## src/osc_pm_pkg.sv

```systemverilog
// constants, types and register map of the clock monitor and power-mode block
package osc_pm_pkg;

  // register map: printed offsets are indices, byte address is index times four
  localparam logic [7:0]  POWER_MODE_CONTROL_IDX   = 8'h87;
  localparam logic [7:0]  STAT_IDX   = 8'h88;
  localparam logic [11:0] POWER_MODE_CONTROL_ADDR  = {2'h0, POWER_MODE_CONTROL_IDX, 2'h0};
  localparam logic [11:0] STAT_ADDR  = {2'h0, STAT_IDX, 2'h0};
  localparam logic [7:0]  POWER_MODE_CONTROL_RESET = 8'h00;

  // power_mode_control field positions
  localparam int IDLE_ARM_BIT    = 0;
  localparam int DEEP_ARM_BIT    = 1;
  localparam int SPARE_A_BIT     = 2;
  localparam int SPARE_B_BIT     = 3;
  localparam int LIGHT_START_BIT = 5;
  localparam int DEEP_START_BIT  = 6;
  localparam int BAUD_BIT        = 7;

  // status register field positions
  localparam int OSC_FLAG_BIT  = 0;
  localparam int TOUT_FLAG_BIT = 1;
  localparam int RC_SEL_BIT    = 2;
  localparam int OSC_RST_BIT   = 3;

  // reference divider and timing
  localparam logic [2:0] REF_DIV_LAST   = 3'h4;        // divide by five: 0..4
  localparam int         CLK_PERIOD_NS  = 10;
  localparam int         SETTLE_TIME_NS = 1000000;     // final reset phase, 1 ms
  localparam int         SETTLE_CYCLES  = SETTLE_TIME_NS / CLK_PERIOD_NS;
  localparam int         POWERON_MAX_NS = 34000;       // power-on to reset state
  localparam int         POWERON_CYCLES = POWERON_MAX_NS / CLK_PERIOD_NS;

  typedef enum logic [1:0] {MON_FAIL, MON_SETTLE, MON_RUN} mon_state_t;
  typedef enum logic [1:0] {PM_ACTIVE, PM_IDLE, PM_DOWN} pm_state_t;

  // clock gating and pin control towards the core
  typedef struct packed {
    logic cpu_clk_en;    // low in idle and power-down
    logic periph_clk_en; // low in power-down
    logic osc_run;       // low in power-down
    logic port_hold;     // latch-driven pins hold their level
    logic strobe_force;  // address latch and code read strobe forced
    logic strobe_level;  // forced level: high in idle, low in power-down
  } sleep_ctrl_t;

endpackage

```

## src/osc_monitor_power_modes.sv

```systemverilog
// oscillator monitor, reset control and power-mode register with apb access
//
// Contract
// fail when oscillator edges fall short of rc reference divided by five
// on failure the core clock selects the rc source
// reset is asserted together with the switch to rc clock
// monitor reset keeps timeout flag, stops watchdog, sets failure flag
// on recovery hold reset and rc clock for a 1 ms settle phase
// after settling select oscillator clock and drop the reset request
// chip reset stays while external reset stays asserted
// software sets and clears failure flag; external reset clears both flags
// at power-on start in failure with rc clock and reset within 34 us
// simultaneous idle and power-down requests enter power-down
// power-down arm at bit 1, start at bit 6
// idle arm at bit 0, start at bit 5
// spare flags at bits 3 and 2, bit 4 reserved
// bit 7 doubles the serial baud rate
// idle gates cpu clock only, watchdog halted too
// idle keeps all cpu state by gating its clock
// idle holds latch-driven pins, alternate functions keep driving
// idle forces address latch and code read strobes high
// idle needs arm then start on the next write; bits read zero
// power-down needs arm then start on the next write; bits read zero
// enabled interrupt or hardware reset ends idle
// power-down stops oscillator, only hardware reset ends it
// compare edges over repeated reference windows to catch a stopped oscillator
module osc_monitor_power_modes
  import osc_pm_pkg::*;
#(
  parameter int WIN_REF       = 4,
  parameter int SETTLE_CNT    = SETTLE_CYCLES,
  parameter int CNT_W         = 8
) (
  // apb slave
  input  wire logic        pclk,
  input  wire logic        presetn,
  input  wire logic        psel,
  input  wire logic        penable,
  input  wire logic        pwrite,
  input  wire logic [11:0] paddr,
  input  wire logic [31:0] pwdata,
  output logic             pready,
  output logic             pslverr,
  output logic [31:0]      prdata,
  // oscillator sense
  input  wire logic        osc_level,
  input  wire logic        rc_level,
  // reset sources and events
  input  wire logic        ext_reset,
  input  wire logic        wdt_timeout_evt,
  input  wire logic        irq_pending,
  // clock and reset control
  output logic             clk_sel_rc,
  output logic             osc_reset_req,
  output logic             chip_reset,
  output logic             wdt_stop,
  output logic             baud_double,
  output sleep_ctrl_t      sleep_ctrl,
  output logic [1:0]       spare_flags
);

  mon_state_t       mon_reg;
  pm_state_t        pm_reg;
  logic             osc_q, rc_q;
  logic [2:0]       div_reg;
  logic [CNT_W-1:0] win_reg;
  logic [CNT_W-1:0] osc_cnt_reg;
  logic [31:0]      settle_reg;
  logic             idle_arm_reg, deep_arm_reg;
  logic             spare_a_reg, spare_b_reg, baud_reg;
  logic             osc_flag_reg, tout_flag_reg;
  logic             osc_edge, ref_tick, win_end, win_fail;
  logic             apb_wr, wr_power_mode_control, wr_stat, mapped;
  logic             idle_go, deep_go;

  // edge detection on the sampled oscillator levels
  always_ff @(posedge pclk or negedge presetn) begin
    if (!presetn) begin
      osc_q <= 1'b0;
      rc_q  <= 1'b0;
    end else begin
      osc_q <= osc_level;
      rc_q  <= rc_level;
    end
  end

  assign osc_edge = osc_level & ~osc_q;
  assign ref_tick = rc_level & ~rc_q & (div_reg == REF_DIV_LAST);
  assign win_end  = ref_tick && (win_reg == CNT_W'(WIN_REF - 1));
  // equal counts pass: only a slower oscillator fails
  assign win_fail = (osc_cnt_reg < CNT_W'(WIN_REF));

  // rc divide-by-five and window counters
  always_ff @(posedge pclk or negedge presetn) begin
    if (!presetn) begin
      div_reg     <= 3'h0;
      win_reg     <= '0;
      osc_cnt_reg <= '0;
    end else begin
      if (rc_level && !rc_q) begin
        div_reg <= (div_reg == REF_DIV_LAST) ? 3'h0 : div_reg + 3'h1;
      end
      // windows restart in power-down so a stale count cannot fail on wake-up
      if (win_end || pm_reg == PM_DOWN) begin
        win_reg     <= '0;
        osc_cnt_reg <= '0;
      end else begin
        if (ref_tick) begin
          win_reg <= win_reg + CNT_W'(1);
        end
        if (osc_edge && osc_cnt_reg != '1) begin
          osc_cnt_reg <= osc_cnt_reg + CNT_W'(1);
        end
      end
    end
  end

  // monitor state: failure, settle, run; windows ignored in power-down
  always_ff @(posedge pclk or negedge presetn) begin
    if (!presetn) begin
      mon_reg    <= MON_FAIL;
      settle_reg <= 32'h0;
    end else begin
      unique case (mon_reg)
        MON_FAIL: begin
          settle_reg <= 32'h0;
          if (win_end && !win_fail) begin
            mon_reg <= MON_SETTLE;
          end
        end
        MON_SETTLE: begin
          settle_reg <= settle_reg + 32'h1;
          if (win_end && win_fail) begin
            mon_reg <= MON_FAIL;
          end else if (settle_reg == 32'(SETTLE_CNT - 1)) begin
            mon_reg <= MON_RUN;
          end
        end
        MON_RUN: begin
          if (win_end && win_fail && pm_reg != PM_DOWN) begin
            mon_reg <= MON_FAIL;
          end
        end
      endcase
    end
  end

  // clock select and reset requests
  assign clk_sel_rc    = (mon_reg != MON_RUN);
  assign osc_reset_req = (mon_reg != MON_RUN);
  assign chip_reset    = osc_reset_req | ext_reset;
  assign wdt_stop      = osc_reset_req | (pm_reg != PM_ACTIVE);

  // apb decode: zero wait states, unmapped address answers with an error
  assign apb_wr  = psel & penable & pwrite;
  assign mapped  = (paddr == POWER_MODE_CONTROL_ADDR) || (paddr == STAT_ADDR);
  assign wr_power_mode_control = apb_wr && (paddr == POWER_MODE_CONTROL_ADDR);
  assign wr_stat = apb_wr && (paddr == STAT_ADDR);
  assign pready  = psel & penable;
  assign pslverr = psel & penable & ~mapped;

  // read data captured in the setup phase; arm and start bits read zero
  always_ff @(posedge pclk or negedge presetn) begin
    if (!presetn) begin
      prdata <= 32'h0;
    end else if (psel && !penable) begin
      prdata <= 32'h0;
      if (paddr == POWER_MODE_CONTROL_ADDR) begin
        prdata[BAUD_BIT]    <= baud_reg;
        prdata[SPARE_B_BIT] <= spare_b_reg;
        prdata[SPARE_A_BIT] <= spare_a_reg;
      end else if (paddr == STAT_ADDR) begin
        prdata[OSC_FLAG_BIT]  <= osc_flag_reg;
        prdata[TOUT_FLAG_BIT] <= tout_flag_reg;
        prdata[RC_SEL_BIT]    <= clk_sel_rc;
        prdata[OSC_RST_BIT]   <= osc_reset_req;
      end
    end
  end

  // start only counts when armed by the previous write and not re-armed now
  assign idle_go = wr_power_mode_control && pwdata[LIGHT_START_BIT] && !pwdata[IDLE_ARM_BIT]
                   && idle_arm_reg;
  assign deep_go = wr_power_mode_control && pwdata[DEEP_START_BIT] && !pwdata[DEEP_ARM_BIT]
                   && deep_arm_reg;

  // power-mode control register contents, cleared by any chip reset
  always_ff @(posedge pclk or negedge presetn) begin
    if (!presetn) begin
      idle_arm_reg <= POWER_MODE_CONTROL_RESET[IDLE_ARM_BIT];
      deep_arm_reg <= POWER_MODE_CONTROL_RESET[DEEP_ARM_BIT];
      spare_a_reg  <= POWER_MODE_CONTROL_RESET[SPARE_A_BIT];
      spare_b_reg  <= POWER_MODE_CONTROL_RESET[SPARE_B_BIT];
      baud_reg     <= POWER_MODE_CONTROL_RESET[BAUD_BIT];
    end else if (chip_reset) begin
      idle_arm_reg <= POWER_MODE_CONTROL_RESET[IDLE_ARM_BIT];
      deep_arm_reg <= POWER_MODE_CONTROL_RESET[DEEP_ARM_BIT];
      spare_a_reg  <= POWER_MODE_CONTROL_RESET[SPARE_A_BIT];
      spare_b_reg  <= POWER_MODE_CONTROL_RESET[SPARE_B_BIT];
      baud_reg     <= POWER_MODE_CONTROL_RESET[BAUD_BIT];
    end else if (wr_power_mode_control) begin
      // concurrent arm and start never arms
      idle_arm_reg <= pwdata[IDLE_ARM_BIT] & ~pwdata[LIGHT_START_BIT];
      deep_arm_reg <= pwdata[DEEP_ARM_BIT] & ~pwdata[DEEP_START_BIT];
      spare_a_reg  <= pwdata[SPARE_A_BIT];
      spare_b_reg  <= pwdata[SPARE_B_BIT];
      baud_reg     <= pwdata[BAUD_BIT];
    end
  end

  assign baud_double = baud_reg;
  assign spare_flags = {spare_b_reg, spare_a_reg};

  // power mode state
  always_ff @(posedge pclk or negedge presetn) begin
    if (!presetn) begin
      pm_reg <= PM_ACTIVE;
    end else if (chip_reset) begin
      pm_reg <= PM_ACTIVE;
    end else begin
      unique case (pm_reg)
        PM_ACTIVE: begin
          if (deep_go) begin
            pm_reg <= PM_DOWN;
          end else if (idle_go) begin
            pm_reg <= PM_IDLE;
          end
        end
        PM_IDLE: begin
          if (irq_pending) begin
            pm_reg <= PM_ACTIVE;
          end
        end
        PM_DOWN: begin
          pm_reg <= PM_DOWN;
        end
      endcase
    end
  end

  // gating and pin control; cpu state kept because its clock simply stops
  always_comb begin
    sleep_ctrl.cpu_clk_en    = (pm_reg == PM_ACTIVE);
    sleep_ctrl.periph_clk_en = (pm_reg != PM_DOWN);
    sleep_ctrl.osc_run       = (pm_reg != PM_DOWN);
    sleep_ctrl.port_hold     = (pm_reg != PM_ACTIVE);
    sleep_ctrl.strobe_force  = (pm_reg != PM_ACTIVE);
    sleep_ctrl.strobe_level  = (pm_reg == PM_IDLE);
  end

  // reset cause flags; hardware set wins over software or external clear
  always_ff @(posedge pclk or negedge presetn) begin
    if (!presetn) begin
      osc_flag_reg  <= 1'b0;
      tout_flag_reg <= 1'b0;
    end else begin
      if (osc_reset_req) begin
        osc_flag_reg <= 1'b1;
      end else if (ext_reset) begin
        osc_flag_reg <= 1'b0;
      end else if (wr_stat) begin
        osc_flag_reg <= pwdata[OSC_FLAG_BIT];
      end
      if (wdt_timeout_evt) begin
        tout_flag_reg <= 1'b1;
      end else if (ext_reset) begin
        tout_flag_reg <= 1'b0;
      end else if (wr_stat) begin
        tout_flag_reg <= pwdata[TOUT_FLAG_BIT];
      end
    end
  end

  // helper: first cycle after reset release, settle length counter
  logic        first_q;
  logic [31:0] rc_hold_cnt;
  always_ff @(posedge pclk or negedge presetn) begin
    if (!presetn) begin
      first_q     <= 1'b1;
      rc_hold_cnt <= 32'h0;
    end else begin
      first_q     <= 1'b0;
      rc_hold_cnt <= (mon_reg == MON_SETTLE) ? rc_hold_cnt + 32'h1 : 32'h0;
    end
  end
endmodule

```

## config.mk

```make
export PLATFORM = sky130hd
export DESIGN_NAME = osc_monitor_power_modes
export DESIGN_NICKNAME = d
export VERILOG_FILES = /design/src/osc_pm_pkg.sv /design/src/osc_monitor_power_modes.sv
export SDC_FILE = /design/constraint.sdc
export NUM_CORES = 1
export LEC_CHECK = 0
export BUFFER_PORTS_ARGS = -buffer_cell sky130_fd_sc_hd__buf_2
export CAP_MARGIN = 15
export CORE_ASPECT_RATIO = 1.5
export CORE_MARGIN = 3
export CORE_UTILIZATION = 57
export DETAILED_ROUTE_END_ITERATION = 8
export PLACE_DENSITY_LB_ADDON = 0.25
export SKIP_LAST_GASP = 1
export SYNTH_ARGS = -nofsm -noshare
export SYNTH_HDL_FRONTEND = slang
export SYNTH_SLANG_ARGS = --single-unit
```

## constraint.sdc

```tcl
create_clock -name pclk -period 6 [get_ports pclk]
set_clock_uncertainty 0.1 [all_clocks]
set_input_delay 0.6 -clock pclk [delete_from_list [all_inputs] [get_ports pclk]]
set_output_delay 0.6 -clock pclk [all_outputs]
set_load 0.01 [all_outputs]
```

Yosys cells after proc, flatten, opt, wreduce, memory -nomap -nowiden
Index checks and enable logic that the tools add are counted.
{ "op_classes": {"order_cmp": 1, "n_bitwise": 15, "n_addsub": 4, "mux": 36, "eq_ne": 17, "reduce_logical": 33} }
{ "ops": {"columns": ["operator", "count"], "rows": [
  ["32-bit one-hot mux with 2 select lines", 1],
  ["32-bit by 1-bit adder with 32-bit output, second input constant", 1],
  ["32-bit by 17-bit equality test with 1-bit output, second input constant", 1],
  ["8-bit two-way mux", 4],
  ["12-bit by 10-bit equality test with 1-bit output, second input constant", 2],
  ["2-bit two-way mux", 10],
  ["1-bit two-way mux", 17],
  ["8-bit by 1-bit adder with 8-bit output, second input constant", 2],
  ["1-bit logical AND", 15],
  ["2-bit one-hot mux with 3 select lines", 2],
  ["2-bit nonzero test", 5],
  ["1-bit bitwise AND", 8],
  ["8-bit by 2-bit equality test with 1-bit output, second input constant", 1],
  ["8-bit by 3-bit < comparator with 1-bit output, second input constant", 1],
  ["2-bit != test, second input constant", 4],
  ["8-bit != test, second input constant", 1],
  ["3-bit != test, second input constant", 2],
  ["3-bit nonzero test", 2],
  ["1-bit zero test", 5],
  ["1-bit inverter", 5],
  ["2-bit by 1-bit equality test with 1-bit output, second input constant", 2],
  ["2-bit equality test, second input constant", 2],
  ["2-bit zero test", 2],
  ["4-bit two-way mux", 1],
  ["8 further kinds", 10]
]} }
{ "totals": {"reg_bits": 69, "out_inout_bits": 47, "input_bits": 54, "word_cells": 122} }

Longest topological paths before layout
{ "depth": {"depth_word": 10, "depth_mapped": 8, "depth_no_buf": 7} }

Worst setup path after synthesis
No wires, ideal clock.
{ "synth_timing": {"path_kind": "input port to flip-flop", "start": "input paddr[1]", "end": "register pm_reg[0]", "path_slack_ns": 3.915, "n_path_buf": 0, "arrival_time_ns": 1.864, "setup_ns": 0.120, "t_required_ns": 5.780, "path_stages": 5, "cell_sequence": "nor4_1 > nand4_2 > o21ai_2 > a211oi_1 > a31o_2"} }
{ "synth_via": {"elab_chain_cells": 8, "word_cells_on_any_way": 13, "classes_between": "2 x eq/ne; 3 x mux; 8 x reduce/logical"} }
{ "synth_lines": {"columns": ["element", "line_no", "text"], "rows": [
  ["start: declaration", "osc_monitor_power_modes.sv:40", "input wire logic [11:0] paddr,"],
  ["12-bit by 10-bit equality test with 1-bit output *", "osc_monitor_power_modes.sv:157", "assign wr_power_mode_control = apb_wr && (paddr == POWER_MODE_CONTROL_ADDR);"],
  ["1-bit logical AND *", "osc_monitor_power_modes.sv:157", null],
  ["1-bit logical AND (2 in a row)", "osc_monitor_power_modes.sv:184", "assign deep_go = wr_power_mode_control && pwdata[DEEP_START_BIT] && !pwdata[DEEP_ARM_BIT]"],
  ["1-bit logical AND", "osc_monitor_power_modes.sv:185", "&& deep_arm_reg;"],
  ["2-bit two-way mux", "osc_monitor_power_modes.sv:223", "if (deep_go) begin"],
  ["2-bit one-hot mux with 3 select lines", "osc_monitor_power_modes.sv:221", "unique case (pm_reg)"],
  ["2-bit two-way mux", "osc_monitor_power_modes.sv:218", "end else if (chip_reset) begin"],
  ["end signal: assignment", "osc_monitor_power_modes.sv:217", "pm_reg <= PM_ACTIVE;"],
  ["end signal: assignment", "osc_monitor_power_modes.sv:219", "pm_reg <= PM_ACTIVE;"],
  ["end signal: assignment", "osc_monitor_power_modes.sv:224", "pm_reg <= PM_DOWN;"],
  ["end: declaration", "osc_monitor_power_modes.sv:63", "pm_state_t pm_reg;"]
]} }
Every way passes the cells marked *; elsewhere a longest branch is shown, timed or not.
A chain may end at the register's enable or synchronous reset.

Final worst setup path
{ "layout_timing": {"start": "input paddr[1]", "end": "output pslverr"} }
{ "layout_via": {"elab_chain_cells": 4, "word_cells_on_any_way": 5, "classes_between": "2 x eq/ne; 2 x bitwise; 1 x reduce/logical"} }
{ "layout_lines": {"columns": ["element", "line_no", "text"], "rows": [
  ["12-bit by 10-bit equality test with 1-bit output", "osc_monitor_power_modes.sv:156", "assign mapped = (paddr == POWER_MODE_CONTROL_ADDR) || (paddr == STAT_ADDR);"],
  ["1-bit logical OR *", "osc_monitor_power_modes.sv:156", null],
  ["1-bit inverter *", "osc_monitor_power_modes.sv:160", "assign pslverr = psel & penable & ~mapped;"],
  ["1-bit bitwise AND *", "osc_monitor_power_modes.sv:160", null],
  ["end: declaration", "osc_monitor_power_modes.sv:43", "output logic pslverr,"]
]} }
Marks and branches as above.

==> reports/qor.yml <==
timing:
  hold_violations: 0
  timing.hold.ws_ns: 0.266
  slew_headroom_pct: 32.0
  layout_worst_path_cycle_share_pct: 40.2
  maxSlewViolCount: 0
  setup_viol: 0
  fmax_ghz: 0.415
  fin_ws_ns: 3.59
  grt_setup_unrepaired: "no"
  period_needed_ns: 2.41
  tightest_slew_ns: 1.02
  fin_tns_setup_ns: 0
power:
  p_sw_share_pct: 31.3
  pwr-share-seq_pct: 43.6
  power.total_mw: 1.33
  p_leak_nw: 2.06
  pwr-share-clk_pct: 34.2
  pwr-share-comb_pct: 22.2
  p_sw_uw: 414
  peakVddDrop_mv: 0.235
  p_per_area_nw_per_um2: 313
  intPower_uw: 911
synth:
  async_flop_share_pct: 100
  synth_ff_type: "dfrtp_1"
  yosysWarnings: 0
  ys_ff_latch: 69
  synth_compound_area_share_pct: 12.3
  synthAdderAreaFrac_pct: 3.58
  synth_xor_area_share_pct: 3.88
  synth_cell_type_count: 48
  synth_top_family_by_area: "simple AND/OR/NAND/NOR gates"
  synthSimpleGateAreaFrac_pct: 22.8
  synth_area_per_cell_um2: 9.65
  yosysSeqAreaShare_pct: 45.0
  synth_area_leader_cell: "dfrtp_1"
  yosys.area.top_type_share_pct: 45.0
  ys_top_cells_by_area: "dfrtp_1, buf_4, nand2_1"
  syn_area_um2: 3840
  synth.area.mux_share_pct: 3.68
  synth_edf_count: 0
  synth_cells: 398
clock_tree:
  cts_tree: "yes"
  cts.path.max_buffers: 2
  cts_made_buffers: 9
  clk_pin_slew_ns: 0.07
  clk_latency_ns: 0.35
  ctsHoldBuffers: 0
  root_buffer: "clkbuf_8"
  numClockSinks: 69
  h-tree-depth: 3
  cts_setup_buffers: 0
  ctsResizeCount: 0
place:
  place.gp.congestion: 0.790
  placedCellCount: 506
  dp_hpwl_um: 5260
  dp_slack_ns: 3.57
  port_buffers: 48
layout:
  diodes: 0
  drive_above_1_share_pct: 17.0
  final_nets: 506
  syn2layout_area_growth_pct: 10.3
  largest_reg_flops: 32
  final_cells: 522
floorplanning:
  ios: 101
  rows: 36
  die_w_um: 73.0
  core-area_um2: 6530
  die_h_um: 107
  dieArea_um2: 7780
  initial_core_util_pct: 58.8
detailed_routing:
  wl_per_cell_um: 14.0
  wirelength_um: 7290
  viasPerCell: 5.69
  vias: 2969
  drt_iter0_drc: 134
  ant_nets: 0
  drt_pre_antenna_iters: 4
  route.detailed.drc: 0
worst_setup_path:
  r2r_end: "settle_reg[13]"
  path_class: "in -> out"
  cp.arrival_ns: 1.71
  reg2reg_slack_ns: 3.68
  worstPathRequired_ns: 5.30
  worstSetupStartpointType: "input port"
  timing.rr.start: "mon_reg[1]"
  ff2ff_path_depth: 7
  crit_path_max_fanout: 5
  worstSetupEndpointType: "primary output"
global_route:
  grt_usage_pct: 20.4
  grt_pass1_wl_um: 12600
  grt_max_degree: 70
  antenna_found_initial: 0
  grt-ovfl-total: 0
  grt_pass1_vias: 2939
hold_path:
  holdCritStartpoint: "osc_level"
  min_to: "osc_q"
  whs_path_depth: 1
  min_path_type: "in -> reg"
status:
  status: "completed"
flow_run:
  maxCapViolations: 0
## worst max-delay path, cell delays in order
cell     delay [ns]
buf_2          0.09
nor4_1         0.48
and3_1         0.33
nor3b_1        0.07
buf_2          0.14
## synth_stat cells, types with 4 or more instances
cell type / number
a21oi_1: 7
and2_1: 4
and3_1: 13
buf_4: 32
clkbuf_1: 8
dfrtp_1: 69
ha_1: 11
inv_1: 13
mux2i_1: 13
nand2_1: 39
nand2b_1: 11
nand3_1: 21
nand4_1: 14
nor2_1: 27
nor4_1: 7
o211ai_1: 13
o21ai_0: 23
o31ai_1: 14
xnor2_1: 5
xor2_1: 12
## power groups by stage
stage	Clock, mW	Combinational, mW	Sequential (mW)
after floorplan	0	0.238	0.572
after global placement	0	0.281	0.581
after detailed placement	0	0.298	0.586
after CTS	0.463	0.301	0.578
after global routing	0.479	0.345	0.587
final	0.454	0.294	0.578
## cell families (layout without fill, tap and decap cells)
family	Yosys count	after routing
AND/OR/NAND/NOR	159	159
AO/OA/AOI/OAI	71	71
other	1	27
buffers and inverters	56	78
XOR/XNOR	17	17
multiplexers	14	14
flip-flops	69	69
adder cells (fa/ha/maj)	11	11
## worst max-delay path by stage
| stage | to | start | cells after the start |
|---|---|---|---|
| finish | pslverr | paddr[1] | 5 |
| global route | settle_reg[13] | mon_reg[1] | 7 |
| CTS | pslverr | paddr[1] | 5 |
| detailed placement | pm_reg[0] | paddr[1] | 6 |
| global placement | pm_reg[0] | paddr[1] | 6 |
| floorplan | pm_reg[0] | paddr[1] | 5 |
## cell type report
| type | count | area (um^2) |
|---|---|---|
| flip-flops and latches | 69 | 1730 |
| well taps | 76 | 95.1 |
| clock inverters | 7 | 114 |
| clock buffers | 9 | 124 |
| multi-input cells | 299 | 1880 |
| fillers | 547 | 2300 |
| repair buffers | 49 | 248 |
| inverters | 13 | 48.8 |
## routing by layer
layer | up-vias | part of all wire (%) | routed length (um) | track usage, %
met1 | 1451 | 41 | 3010 | 22.9
met3 | 13 | 2.7 | 196 | 2.46
met5 | - | 0 | 0 | 0
met2 | 53 | 54 | 3900 | 36.1
li1 | 1452 | - | - | -
met4 | 0 | 2.4 | 177 | 11.6
## stage by stage
stage | utilization (%) | instance area, um^2
3_3_place_gp | 61.2 | 4000
3_5_place_dp | 61.2 | 4000
4_1_cts | 64.8 | 4240
2_1_floorplan | - | 3940
5_1_grt | 64.8 | 4240
6_report | 64.8 | 4240
## cells in the final DEF (no fill, tap or decap), types with 12 or more instances in the layout
master and count:
conb_1 27, nand4_1 14, nand3_1 21, inv_1 13
o31ai_1 14, buf_2 48, o211ai_1 13, nand2_1 39
and3_1 13, o21ai_0 23, nor2_1 27, mux2i_1 13
xor2_1 12, dfrtp_1 69
Power figures use the tool's default switching activity.
